### src/verilog/ebi_pkg.sv
package ebi_pkg;
  // Pin counts
  localparam int ADDR_W = 32;
  localparam int DATA_W = 16;
  localparam int NUM_CS = 16;
  localparam int WS_W = 4;
  // Address field positions
  localparam int DED_ADDR_HI = 15;
  localparam int PA_ADDR_LO = 16;
  localparam int PF_ADDR_LO = 24;
  // Chip-select slots: 0 boot, 1-3 group A, 4-7 group B, 8-11 group C, 12-15 group D
  localparam int CS_BOOT = 0;
  localparam int CS_GRP_B3 = 7;
  localparam int CS_GRP_D3 = 15;
  // Reset values
  localparam logic [3:0] BOOT_WAIT_RST = 4'h6;
  localparam logic [31:0] REG_SPACE_BASE = 32'hFFFF_F000;
  localparam logic [31:0] REG_SPACE_MASK = 32'hFFFF_F000;
  localparam logic [7:0] PA_FSEL_RST = 8'h00;
  localparam logic [7:0] PF_FSEL_RST = 8'hFF;
  localparam logic [15:0] CS_FSEL_RST = 16'h0001;
  localparam logic [15:0] CS_PEN_RST = 16'h0000;
  localparam logic [3:0] CS_WAIT_MAX = 4'hF;

  // One chip-select window
  typedef struct packed {
    logic [31:0] base;
    logic [31:0] mask;
    logic [3:0] wait_states;
    logic region_width_bit;
    logic enable;
  } ebi_cs_cfg_t;

  // Access request from an internal master
  typedef struct packed {
    logic valid;
    logic dma;
    logic read;
    logic word;
    logic [31:0] addr;
    logic [15:0] wdata;
  } ebi_req_t;

  // Port pin pair
  typedef struct packed {
    logic [7:0] dout;
    logic [7:0] oe;
  } ebi_port_t;
endpackage

### src/verilog/ebi_top.sv
`timescale 1ns/100ps
// Behaviour
// [RULE1] Bus address comes from core or display DMA fetch.
// [RULE2] Chip-select decode compares all 32 address bits.
// [RULE3] Address bits 15..0 are dedicated, no port function.
// [RULE4] Address bits 23..16 selectable as port; reset as address, zeros.
// [RULE5] Address bits 31..24 shared with port; reset to port function.
// [RULE6] Upper data byte always dedicated; 8-bit parts attach there.
// [RULE7] Eight-bit-system flag must be set before lower byte becomes port.
// [RULE8] In 16-bit or mixed systems lower byte stays data.
// [RULE9] Address strobe low with valid address; never during display DMA.
// [RULE10] Direction output high for read, low for write.
// [RULE11] Upper byte strobe for core word or even byte; not DMA.
// [RULE12] Lower byte strobe for core word or odd byte; not DMA.
// [RULE13] Write enables mark lanes; 8-bit regions use upper enable only.
// [RULE14] Acknowledge generated internally inside any chip-select range.
// [RULE15] Outside all ranges external logic drives acknowledge, pulled up.
// [RULE16] Output enable low on reads; also card read indication.
// [RULE17] Boot select after reset: six waits, all but register space.
// [RULE18] Each select pin select or port; group B select 3 resets input.
// [RULE19] Card write enable low for every card write.
// [RULE20] Card enables even/odd bytes, only under group D select 3.
// [RULE21] Boot width strap: low 8-bit, high 16-bit boot region.
// [RULE22] Core register reads stay internal; all writes appear externally.
// [RULE23] Internal acknowledge delayed by the select's wait states.
// [RULE24] Each shared pin has own function bit; port data, direction separate. Lower data byte instead switches as one on the 8-bit flag.
module ebi_top
  import ebi_pkg::*;
(
  input wire logic clk,
  input wire logic srst,
  // Core request and answer
  input wire ebi_req_t core_req,
  output logic core_ack,
  output logic [15:0] core_rdata,
  // Display DMA fetch request and answer
  input wire ebi_req_t dma_req,
  output logic dma_ack,
  // Configuration
  input wire ebi_cs_cfg_t [NUM_CS-1:0] cs_cfg_in,
  input wire logic cs_cfg_load,
  input wire logic eight_bit_system_flag,
  input wire logic boot_width_strap,
  input wire logic [7:0] pa_fsel,
  input wire logic [7:0] pf_fsel,
  input wire logic [NUM_CS-1:0] cs_fsel,
  input wire logic strobe_fsel,
  input wire logic card_fsel,
  input wire logic ack_pin_fsel,
  // Port data and direction held outside this block
  input wire ebi_port_t port_a_lines,
  input wire ebi_port_t port_f_lines,
  input wire ebi_port_t port_b_lines,
  input wire logic [NUM_CS-1:0] cs_port_data,
  input wire logic [NUM_CS-1:0] cs_port_dir,
  // Address pins
  output logic [15:0] addr_lo,
  output logic [7:0] pa_pin_out,
  output logic [7:0] pa_pin_oe,
  output logic [7:0] pf_pin_out,
  output logic [7:0] pf_pin_oe,
  // Data pins
  input wire logic [15:0] data_in,
  output logic [7:0] data_hi_out,
  output logic data_hi_oe,
  output logic [7:0] pb_pin_out,
  output logic [7:0] pb_pin_oe,
  // Bus control
  output logic address_strobe_n,
  output logic rd_wr,
  output logic upper_byte_strobe_n,
  output logic lower_byte_strobe_n,
  output logic high_byte_write_strobe_n,
  output logic low_byte_write_strobe_n,
  output logic output_enable_n,
  input wire logic transfer_acknowledge_n,
  // Chip selects and card
  output logic [NUM_CS-1:0] cs_pin_out,
  output logic [NUM_CS-1:0] cs_pin_oe,
  output logic card_write_n,
  output logic card_even_enable_n,
  output logic card_odd_enable_n,
  // Status
  output logic bus_busy,
  output logic boot_wide
);
  typedef enum logic [1:0] {ST_IDLE, ST_WAIT, ST_DONE} ebi_state_t;

  ebi_state_t state_r;
  ebi_req_t cur_r;
  ebi_cs_cfg_t [NUM_CS-1:0] cfg_r;
  logic [3:0] wait_cnt_r;
  logic [NUM_CS-1:0] hit_r;
  logic ext_r;
  logic wide_r;
  logic strap_seen_r;
  logic boot_wide_r;
  logic [15:0] rdata_r;
  logic [NUM_CS-1:0] hit;
  logic any_hit;
  logic [3:0] ws;
  logic rwb;
  logic reg_space;
  logic [7:0] pb_bus_out;
  logic [7:0] pb_fsel;
  logic lane_hi;
  logic lane_lo;
  logic ack_now;
  ebi_req_t pick;
  logic take;

  // [RULE1] DMA fetch beats core; one master owns the bus
  always_comb begin
    pick = dma_req.valid ? dma_req : core_req;
    pick.dma = dma_req.valid;
  end

  ebi_cs_decode u_dec (
    .addr(pick.addr),
    .cfg(cfg_r),
    .hit(hit),
    .any_hit(any_hit),
    .wait_states(ws),
    .region_width_bit(rwb),
    .reg_space(reg_space)
  );

  assign take = (state_r == ST_IDLE) && pick.valid;

  // Strap caught on the first clock after reset release
  always_ff @(posedge clk) begin
    if (srst) begin
      strap_seen_r <= 1'b0;
      boot_wide_r <= 1'b0;
    end else if (!strap_seen_r) begin
      strap_seen_r <= 1'b1;
      // [RULE21] strap sets boot width
      boot_wide_r <= boot_width_strap;
    end
  end

  // Chip-select windows; boot window set by reset
  always_ff @(posedge clk) begin
    if (srst) begin
      cfg_r <= '0;
      // [RULE17] boot select default window
      cfg_r[CS_BOOT].enable <= 1'b1;
      cfg_r[CS_BOOT].wait_states <= BOOT_WAIT_RST;
      cfg_r[CS_BOOT].mask <= '0;
      cfg_r[CS_BOOT].base <= '0;
      // Strap level ready for a request on the first edge after release
      cfg_r[CS_BOOT].region_width_bit <= boot_width_strap;
    end else if (cs_cfg_load) begin
      cfg_r <= cs_cfg_in;
    end else if (!strap_seen_r) begin
      cfg_r[CS_BOOT].region_width_bit <= boot_width_strap;
    end
  end

  // Bus cycle sequencer
  always_ff @(posedge clk) begin
    if (srst) begin
      state_r <= ST_IDLE;
      cur_r <= '0;
      wait_cnt_r <= '0;
      hit_r <= '0;
      ext_r <= 1'b0;
      wide_r <= 1'b0;
    end else begin
      case (state_r)
        ST_IDLE: begin
          if (take) begin
            cur_r <= pick;
            hit_r <= hit;
            wide_r <= rwb && !eight_bit_system_flag;
            wait_cnt_r <= ws;
            // [RULE22] core register reads stay off the bus
            ext_r <= !(reg_space && pick.read && !pick.dma);
            state_r <= (reg_space && pick.read && !pick.dma) ? ST_DONE : ST_WAIT;
          end
        end
        ST_WAIT: begin
          if (ack_now) begin
            state_r <= ST_DONE;
          end else if (wait_cnt_r != 4'h0) begin
            wait_cnt_r <= wait_cnt_r - 4'h1;
          end
        end
        ST_DONE: begin
          state_r <= ST_IDLE;
          ext_r <= 1'b0;
          cur_r.valid <= 1'b0;
          hit_r <= '0;
        end
        default: state_r <= ST_IDLE;
      endcase
    end
  end

  // [RULE14] internal acknowledge inside a window
  // [RULE23] after the programmed waits
  // [RULE15] external acknowledge otherwise, only via its pin
  // External line ignored inside a window, so a stray pulse cannot cut waits short
  always_comb begin
    if (|hit_r) begin
      ack_now = (wait_cnt_r == 4'h0);
    end else begin
      ack_now = ack_pin_fsel && !transfer_acknowledge_n;
    end
  end

  // Read data captured at acknowledge
  always_ff @(posedge clk) begin
    if (srst) begin
      rdata_r <= '0;
    end else if (state_r == ST_WAIT && ack_now && cur_r.read) begin
      rdata_r <= data_in;
    end
  end

  assign core_ack = (state_r == ST_DONE) && !cur_r.dma;
  assign dma_ack = (state_r == ST_DONE) && cur_r.dma;
  assign core_rdata = rdata_r;
  assign bus_busy = state_r != ST_IDLE;
  assign boot_wide = boot_wide_r;

  // Byte lanes: word uses both, byte uses addr bit 0
  assign lane_hi = cur_r.word || !cur_r.addr[0];
  assign lane_lo = cur_r.word || cur_r.addr[0];

  // [RULE3] dedicated low address
  assign addr_lo = cur_r.addr[DED_ADDR_HI:0];

  // [RULE4] port A address lines, zero after reset
  ebi_pin_mux #(.W(8)) u_pa (
    .fsel(pa_fsel),
    .bus_out(cur_r.addr[PF_ADDR_LO-1:PA_ADDR_LO]),
    .bus_oe(8'hFF),
    .port_data(port_a_lines.dout),
    .port_dir(port_a_lines.oe),
    .pin_out(pa_pin_out),
    .pin_oe(pa_pin_oe)
  );

  // [RULE5] port F extended address
  ebi_pin_mux #(.W(8)) u_pf (
    .fsel(pf_fsel),
    .bus_out(cur_r.addr[ADDR_W-1:PF_ADDR_LO]),
    .bus_oe(8'hFF),
    .port_data(port_f_lines.dout),
    .port_dir(port_f_lines.oe),
    .pin_out(pf_pin_out),
    .pin_oe(pf_pin_oe)
  );

  // [RULE6] upper byte carries narrow data; odd byte moved up
  assign data_hi_out = (cur_r.word || !cur_r.addr[0] || wide_r) ?
                       cur_r.wdata[15:8] : cur_r.wdata[7:0];
  assign data_hi_oe = ext_r && !cur_r.read;

  // [RULE7] lower byte is port only with the 8-bit flag set
  // [RULE8] otherwise it stays data
  assign pb_fsel = eight_bit_system_flag ? 8'hFF : 8'h00;
  assign pb_bus_out = cur_r.wdata[7:0];
  ebi_pin_mux #(.W(8)) u_pb (
    .fsel(pb_fsel),
    .bus_out(pb_bus_out),
    .bus_oe({8{ext_r && !cur_r.read}}),
    .port_data(port_b_lines.dout),
    .port_dir(port_b_lines.oe),
    .pin_out(pb_pin_out),
    .pin_oe(pb_pin_oe)
  );

  // [RULE9] address strobe, not for DMA
  assign address_strobe_n = !(ext_r && !cur_r.dma);
  // [RULE10] read high, write low
  assign rd_wr = !ext_r || cur_r.read;
  // [RULE16] output enable on reads
  assign output_enable_n = !(ext_r && cur_r.read);

  // [RULE11] upper strobe
  // [RULE12] lower strobe
  assign upper_byte_strobe_n = !(strobe_fsel && ext_r && !cur_r.dma && lane_hi);
  assign lower_byte_strobe_n = !(strobe_fsel && ext_r && !cur_r.dma && lane_lo);

  // [RULE13] lane write enables; narrow regions use upper only
  assign high_byte_write_strobe_n = !(ext_r && !cur_r.read && (wide_r ? lane_hi : 1'b1));
  assign low_byte_write_strobe_n = !(ext_r && !cur_r.read && wide_r && lane_lo);

  // [RULE18] select pins, each select or port
  logic [NUM_CS-1:0] cs_bus_n;
  logic [NUM_CS-1:0] cs_fsel_eff;
  logic [NUM_CS-1:0] cs_dir_eff;
  assign cs_bus_n = ~(hit_r & {NUM_CS{ext_r}});
  assign cs_fsel_eff = ~cs_fsel;
  assign cs_dir_eff = cs_port_dir;
  ebi_pin_mux #(.W(NUM_CS)) u_cs (
    .fsel(cs_fsel_eff),
    .bus_out(cs_bus_n),
    .bus_oe({NUM_CS{1'b1}}),
    .port_data(cs_port_data),
    .port_dir(cs_dir_eff),
    .pin_out(cs_pin_out),
    .pin_oe(cs_pin_oe)
  );

  // [RULE19] card write strobe
  // [RULE20] card enables under group D select 3
  assign card_write_n = !(card_fsel && ext_r && !cur_r.read && hit_r[CS_GRP_D3]);
  assign card_even_enable_n = !(card_fsel && ext_r && hit_r[CS_GRP_D3] && lane_hi);
  assign card_odd_enable_n = !(card_fsel && ext_r && hit_r[CS_GRP_D3] && lane_lo);

  // Assertions
  // Display fetches keep the address strobe and both byte strobes high
  strobe_dma_a: assert property (@(posedge clk) disable iff (srst) // [RULE9]
    cur_r.dma |-> address_strobe_n && upper_byte_strobe_n && lower_byte_strobe_n)
    else $error("strobe during display fetch");
  rw_dir_a: assert property (@(posedge clk) disable iff (srst) // [RULE10]
    ext_r && cur_r.read |-> rd_wr && !output_enable_n)
    else $error("read direction wrong");
  reg_read_a: assert property (@(posedge clk) disable iff (srst) // [RULE22]
    take && reg_space && pick.read && !pick.dma |=> address_strobe_n && state_r == ST_DONE)
    else $error("register read seen on bus");
  wait_ack_a: assert property (@(posedge clk) disable iff (srst) // [RULE23]
    take && any_hit && ws == 4'h2 |=> !core_ack && !dma_ack ##1 !core_ack && !dma_ack
      ##1 state_r == ST_WAIT ##1 state_r == ST_DONE)
    else $error("wait states miscounted");
  boot_rst_a: assert property (@(posedge clk) // [RULE17]
    srst |=> cfg_r[CS_BOOT].enable && cfg_r[CS_BOOT].wait_states == 4'h6
      && cfg_r[CS_BOOT].mask == '0)
    else $error("boot select reset wrong");
  lane_we_a: assert property (@(posedge clk) disable iff (srst) // [RULE13]
    !wide_r |-> low_byte_write_strobe_n)
    else $error("lower write enable in narrow region");
  card_gate_a: assert property (@(posedge clk) disable iff (srst) // [RULE20]
    !hit_r[CS_GRP_D3] |-> card_even_enable_n && card_odd_enable_n && card_write_n)
    else $error("card enable outside select");
  pb_data_a: assert property (@(posedge clk) disable iff (srst) // [RULE8]
    !eight_bit_system_flag && ext_r && !cur_r.read |-> pb_pin_oe == 8'hFF)
    else $error("lower byte not driving data");
  ext_ack_a: assert property (@(posedge clk) disable iff (srst) // [RULE15]
    state_r == ST_WAIT && hit_r == '0 && transfer_acknowledge_n |=> state_r != ST_DONE)
    else $error("acknowledge without external input");
endmodule // ebi_top

### src/verilog/ebi_cs_decode.sv
`timescale 1ns/100ps
module ebi_cs_decode
  import ebi_pkg::*;
(
  input wire logic [31:0] addr,
  input wire ebi_cs_cfg_t [NUM_CS-1:0] cfg,
  output logic [NUM_CS-1:0] hit,
  output logic any_hit,
  output logic [3:0] wait_states,
  output logic region_width_bit,
  output logic reg_space
);
  // Full 32-bit compare per window
  function automatic logic win_match(input logic [31:0] a, input ebi_cs_cfg_t c);
    win_match = c.enable && ((a & c.mask) == (c.base & c.mask));
  endfunction

  assign reg_space = (addr & REG_SPACE_MASK) == REG_SPACE_BASE;

  // [RULE2] full address decode
  genvar g;
  generate
    for (g = 0; g < NUM_CS; g++) begin : g_win
      assign hit[g] = win_match(addr, cfg[g]) && !reg_space;
    end
  endgenerate

  // Lowest hit wins; boot select has top priority
  always_comb begin
    any_hit = |hit;
    wait_states = '0;
    region_width_bit = 1'b0;
    for (int i = NUM_CS - 1; i >= 0; i--) begin
      if (hit[i]) begin
        wait_states = cfg[i].wait_states;
        region_width_bit = cfg[i].region_width_bit;
      end
    end
  end
endmodule // ebi_cs_decode

### src/verilog/ebi_pin_mux.sv
`timescale 1ns/100ps
module ebi_pin_mux
  import ebi_pkg::*;
#(
  parameter int W = 8
) (
  input wire logic [W-1:0] fsel,
  input wire logic [W-1:0] bus_out,
  input wire logic [W-1:0] bus_oe,
  input wire logic [W-1:0] port_data,
  input wire logic [W-1:0] port_dir,
  output logic [W-1:0] pin_out,
  output logic [W-1:0] pin_oe
);
  // [RULE24] per-pin function select
  genvar g;
  generate
    for (g = 0; g < W; g++) begin : g_pin
      assign pin_out[g] = fsel[g] ? port_data[g] : bus_out[g];
      assign pin_oe[g] = fsel[g] ? port_dir[g] : bus_oe[g];
    end
  endgenerate
endmodule // ebi_pin_mux

### config.mk
export PLATFORM = sky130hd
export DESIGN_NAME = ebi_top
export DESIGN_NICKNAME = d
export VERILOG_FILES = /design/src/verilog/ebi_pkg.sv /design/src/verilog/ebi_top.sv /design/src/verilog/ebi_cs_decode.sv /design/src/verilog/ebi_pin_mux.sv
export SDC_FILE = /design/constraint.sdc
export NUM_CORES = 2
export LEC_CHECK = 0
export BUFFER_PORTS_ARGS = -buffer_cell sky130_fd_sc_hd__clkbuf_2
export CORE_AREA = 2 2 587 589
export CTS_BUF_LIST = sky130_fd_sc_hd__clkbuf_4
export DETAILED_ROUTE_END_ITERATION = 10
export DIE_AREA = 0 0 589 591
export GPL_TIMING_DRIVEN = 1
export PLACE_DENSITY_LB_ADDON = 0.12
export SLEW_MARGIN = 10
export SYNTH_ARGS = -nofsm -noshare
export SYNTH_HDL_FRONTEND = slang
export SYNTH_HIERARCHICAL = 1
export SYNTH_SLANG_ARGS = --single-unit
### constraint.sdc
create_clock -name clk -period 4.85 [get_ports clk]
set_input_delay 0.7275 -clock clk [delete_from_list [all_inputs] [get_ports clk]]
set_output_delay 0.7275 -clock clk [all_outputs]
set_load 0.01 [all_outputs]
==> summary.md <==
| Metric | Value |
|---|---|
| Status | `finished clean` |
| Starting density of the core | `0.155` |
| Detailed-route via count | `roughly 56000` |
| Part of the cycle the worst path needs | `0.971` |
| Cell Rows | `215` |
| Post-DRT Antenna Nets | `0` |
| H-tree levels | `5` |
| Static power due to leakage | `44.8 nW` |
| Chip height | `roughly 600 um` |
| Power density normalized to cell area | `297 nW/um2` |
| Type of element launching the critical path | `input port` |
| Placer's final routability congestion estimate | `slightly above 0.9` |
| P&R area growth vs syn | `79.5%` |
| Buffers and inverters on the worst path | `5` |
| Post-synth design cell area | `around 53000 um2` |
| WS Path Type | `in -> reg` |
| Remaining DRCs | `0` |
| Commonest cells after routing, fill and taps aside | `sky130_fd_sc_hd__dlygate4sd3_1, sky130_fd_sc_hd__clkbuf_2, sky130_fd_sc_hd__dfxtp_1` |
| Slowest stage delay, CP | `0.65 ns` |
| Setup clock skew after layout | `0.137 ns` |
| Die area | `348000 um2` |
| Worst Hold Slack | `roughly 0.23 ns` |
| Total wire length after detailed routing | `356000 um` |
| Critical Path End Type | `flop` |
| Number of pins with negative max-slew slack in the final report | `0` |
| WHS Path Cells | `4` |
| Yosys synthesis warning count | `6` |
| Arrival @ worst endpoint | `5.87 ns` |
| Worst slew slack as a fraction of its limit | `0.320` |
| Critical path required time | `~6.0 ns` |
| Number of instances resized during post-cts repair | `0` |
| HPWL Detailed | `approximately 270000 um` |
| Capturing point of the worst reg2reg path | `wait_cnt_r[3]` |
| Final-report hold violation count | `0` |
| Slowest cell on the critical path | `sky130_fd_sc_hd__or4_1` |
| Max-capacitance violation count | `0` |
| Post-CTS Hold Fix Bufs | `2201` |
| Clock buffer depth | `4` |
| Min Tclk post-route | `4.71 ns` |
| Iteration count of the initial detailed-routing pass | `7` |
| Layout filler cell count | `between 30000 and 40000` |
| Final total power | `28.3 mW` |
| Cells traversed along the worst timing path | `dlygate4sd3_1, clkbuf_2, mux2_4, dlygate4sd3_1, buf_4, xor2_1, a22oi_1, nand4_1, or4_1, buf_4, mux2_4, a311oi_1, o221ai_1, a311o_1, nand2_1, a22o_1, a21oi_1` |
| All-layer global routing usage | `0.198` |
| Capture endpoint of the worst hold path | `cfg_r[99]` |
| Number of buffers added on ports | `1493` |
| Number of clock buffers inserted by TritonCTS | `slightly below 400` |
| Die extent in x | `between 500 and 600 um` |
| Worst Max-Slew Pin Slew | `1.02 ns` |
| Total I/O pin count | `1496` |
| Post-CTS clock slew at the launch and capture registers of the worst setup and hold paths | `0.07 ns` |
| Placeable Area | `about 340000 um2` |
| Min-Delay Startpoint | `cs_cfg_in[99]` |
| Class of the tightest hold or removal check | `in -> reg` |
| Num Clock Sinks | `1213` |
| Startpoint of the lowest-slack register-to-register path | `cfg_r[1047]` |
| Via count of the first global-routing pass | `59600` |
| Post-CTS setup buffer count | `0` |
| TritonCTS clock tree | `yes` |
| Mean number of vias per cell | `3.92` |
| IR Drop Worst-Case VDD | `around 0.00013 V` |
| Top Family by Delay on Critical Path | `buffers and inverters` |
| Endpoints failing setup | `0` |
| Worst-skew pair later-pin latency | `1.39 ns` |
| Commonest non-fill, non-tap cell in the layout | `sky130_fd_sc_hd__dlygate4sd3_1` |
| Final net count | `10800` |
| FF-to-FF path depth | `15` |
| Antenna violations before repair | `138` |
| Unrepaired setup endpoints after global routing | `false` |
| Mean instance size in the synthesized netlist | `9.91 um2` |
| Max frequency | `0.212 GHz` |
| Wire length of the first global-routing pass | `479000 um` |
| Overflow after GRT | `0` |
| Gate count after technology mapping | `5353` |
| Number of DRC markers after the initial detailed-route iteration | `2474` |
| Share of cells above drive strength 1 | `0.263` |
| Clock root cell | `sky130_fd_sc_hd__clkbuf_4` |
| Max Fanout on Critical Path | `7` |
| R2r setup slk | `0.79 ns` |
| Average routed wire per standard cell | `24.9 um` |
| Largest net degree at the start of global routing | `166` |
stage by stage:
step	cell area [um2]	utilization	instances	setup TNS, ns	setup WS, ns
2_1_floorplan	53200	-	5384	0	0.324
3_3_place_gp	68100	0.199	11400	-9.11	-1.80
3_5_place_dp	68100	0.199	11400	-4.28	-1.05
4_1_cts	95100	0.278	14300	0	0.112
5_1_grt	95200	0.278	14300	0	0.0330
6_report	95300	0.279	14300	0	0.142
tightest hold or removal path, stage by stage:
cell and delay [ns]:
sky130_fd_sc_hd__dlygate4sd3_1 0.57, sky130_fd_sc_hd__clkbuf_2 0.11, sky130_fd_sc_hd__mux2i_1 0.06, sky130_fd_sc_hd__nor2_1 0.07
cell type report:
cell class,count,area [um2],area share
clock inverters,100,563,0.00591
clock buffers,582,4370,0.0459
repair buffers,4022,32800,0.345
multi-input cells,3737,27100,0.285
diodes,64,160,0.00168
well taps,4557,5700,0.0599
flip-flops and latches,1213,24300,0.255
inverters,56,210,0.00221
registers in the layout, indices dropped and copies added (netlist names):
signal and count:
cfg_r 1120, cur_r 35, addr_lo 16, core_rdata 16, hit_r 16, wait_cnt_r 4, state_r 2, boot_wide 1
ext_r 1, strap_seen_r 1, wide_r 1
power breakdown:
group          internal, mW  switching [mW]
logic                  3.13            3.14
clock network          5.65            5.29
registers              10.6           0.449
worst max-delay path by stage:
stage	to	depth (start not counted)	startpoint	slack (ns)
4_1_cts	wait_cnt_r[1]	17	core_req[40]	0.11
5_1_grt	wait_cnt_r[1]	17	core_req[40]	0.03
2_1_floorplan	wait_cnt_r[0]	17	dma_req[51]	0.32
3_3_place_gp	wait_cnt_r[0]	19	dma_req[51]	-1.80
3_5_place_dp	wait_cnt_r[1]	17	dma_req[51]	-1.05
6_report	wait_cnt_r[3]	17	core_req[24]	0.14
per-layer routing:
layer | vias up | track usage | wire (um)
li1 | 26700 | - | -
met1 | 27100 | 0.246 | 155000
met2 | 1752 | 0.348 | 174000
met3 | 572 | 0.0363 | 16400
met4 | 68 | 0.0539 | 10300
met5 | - | 0 | 417
(Power assumes the default switching activity.)
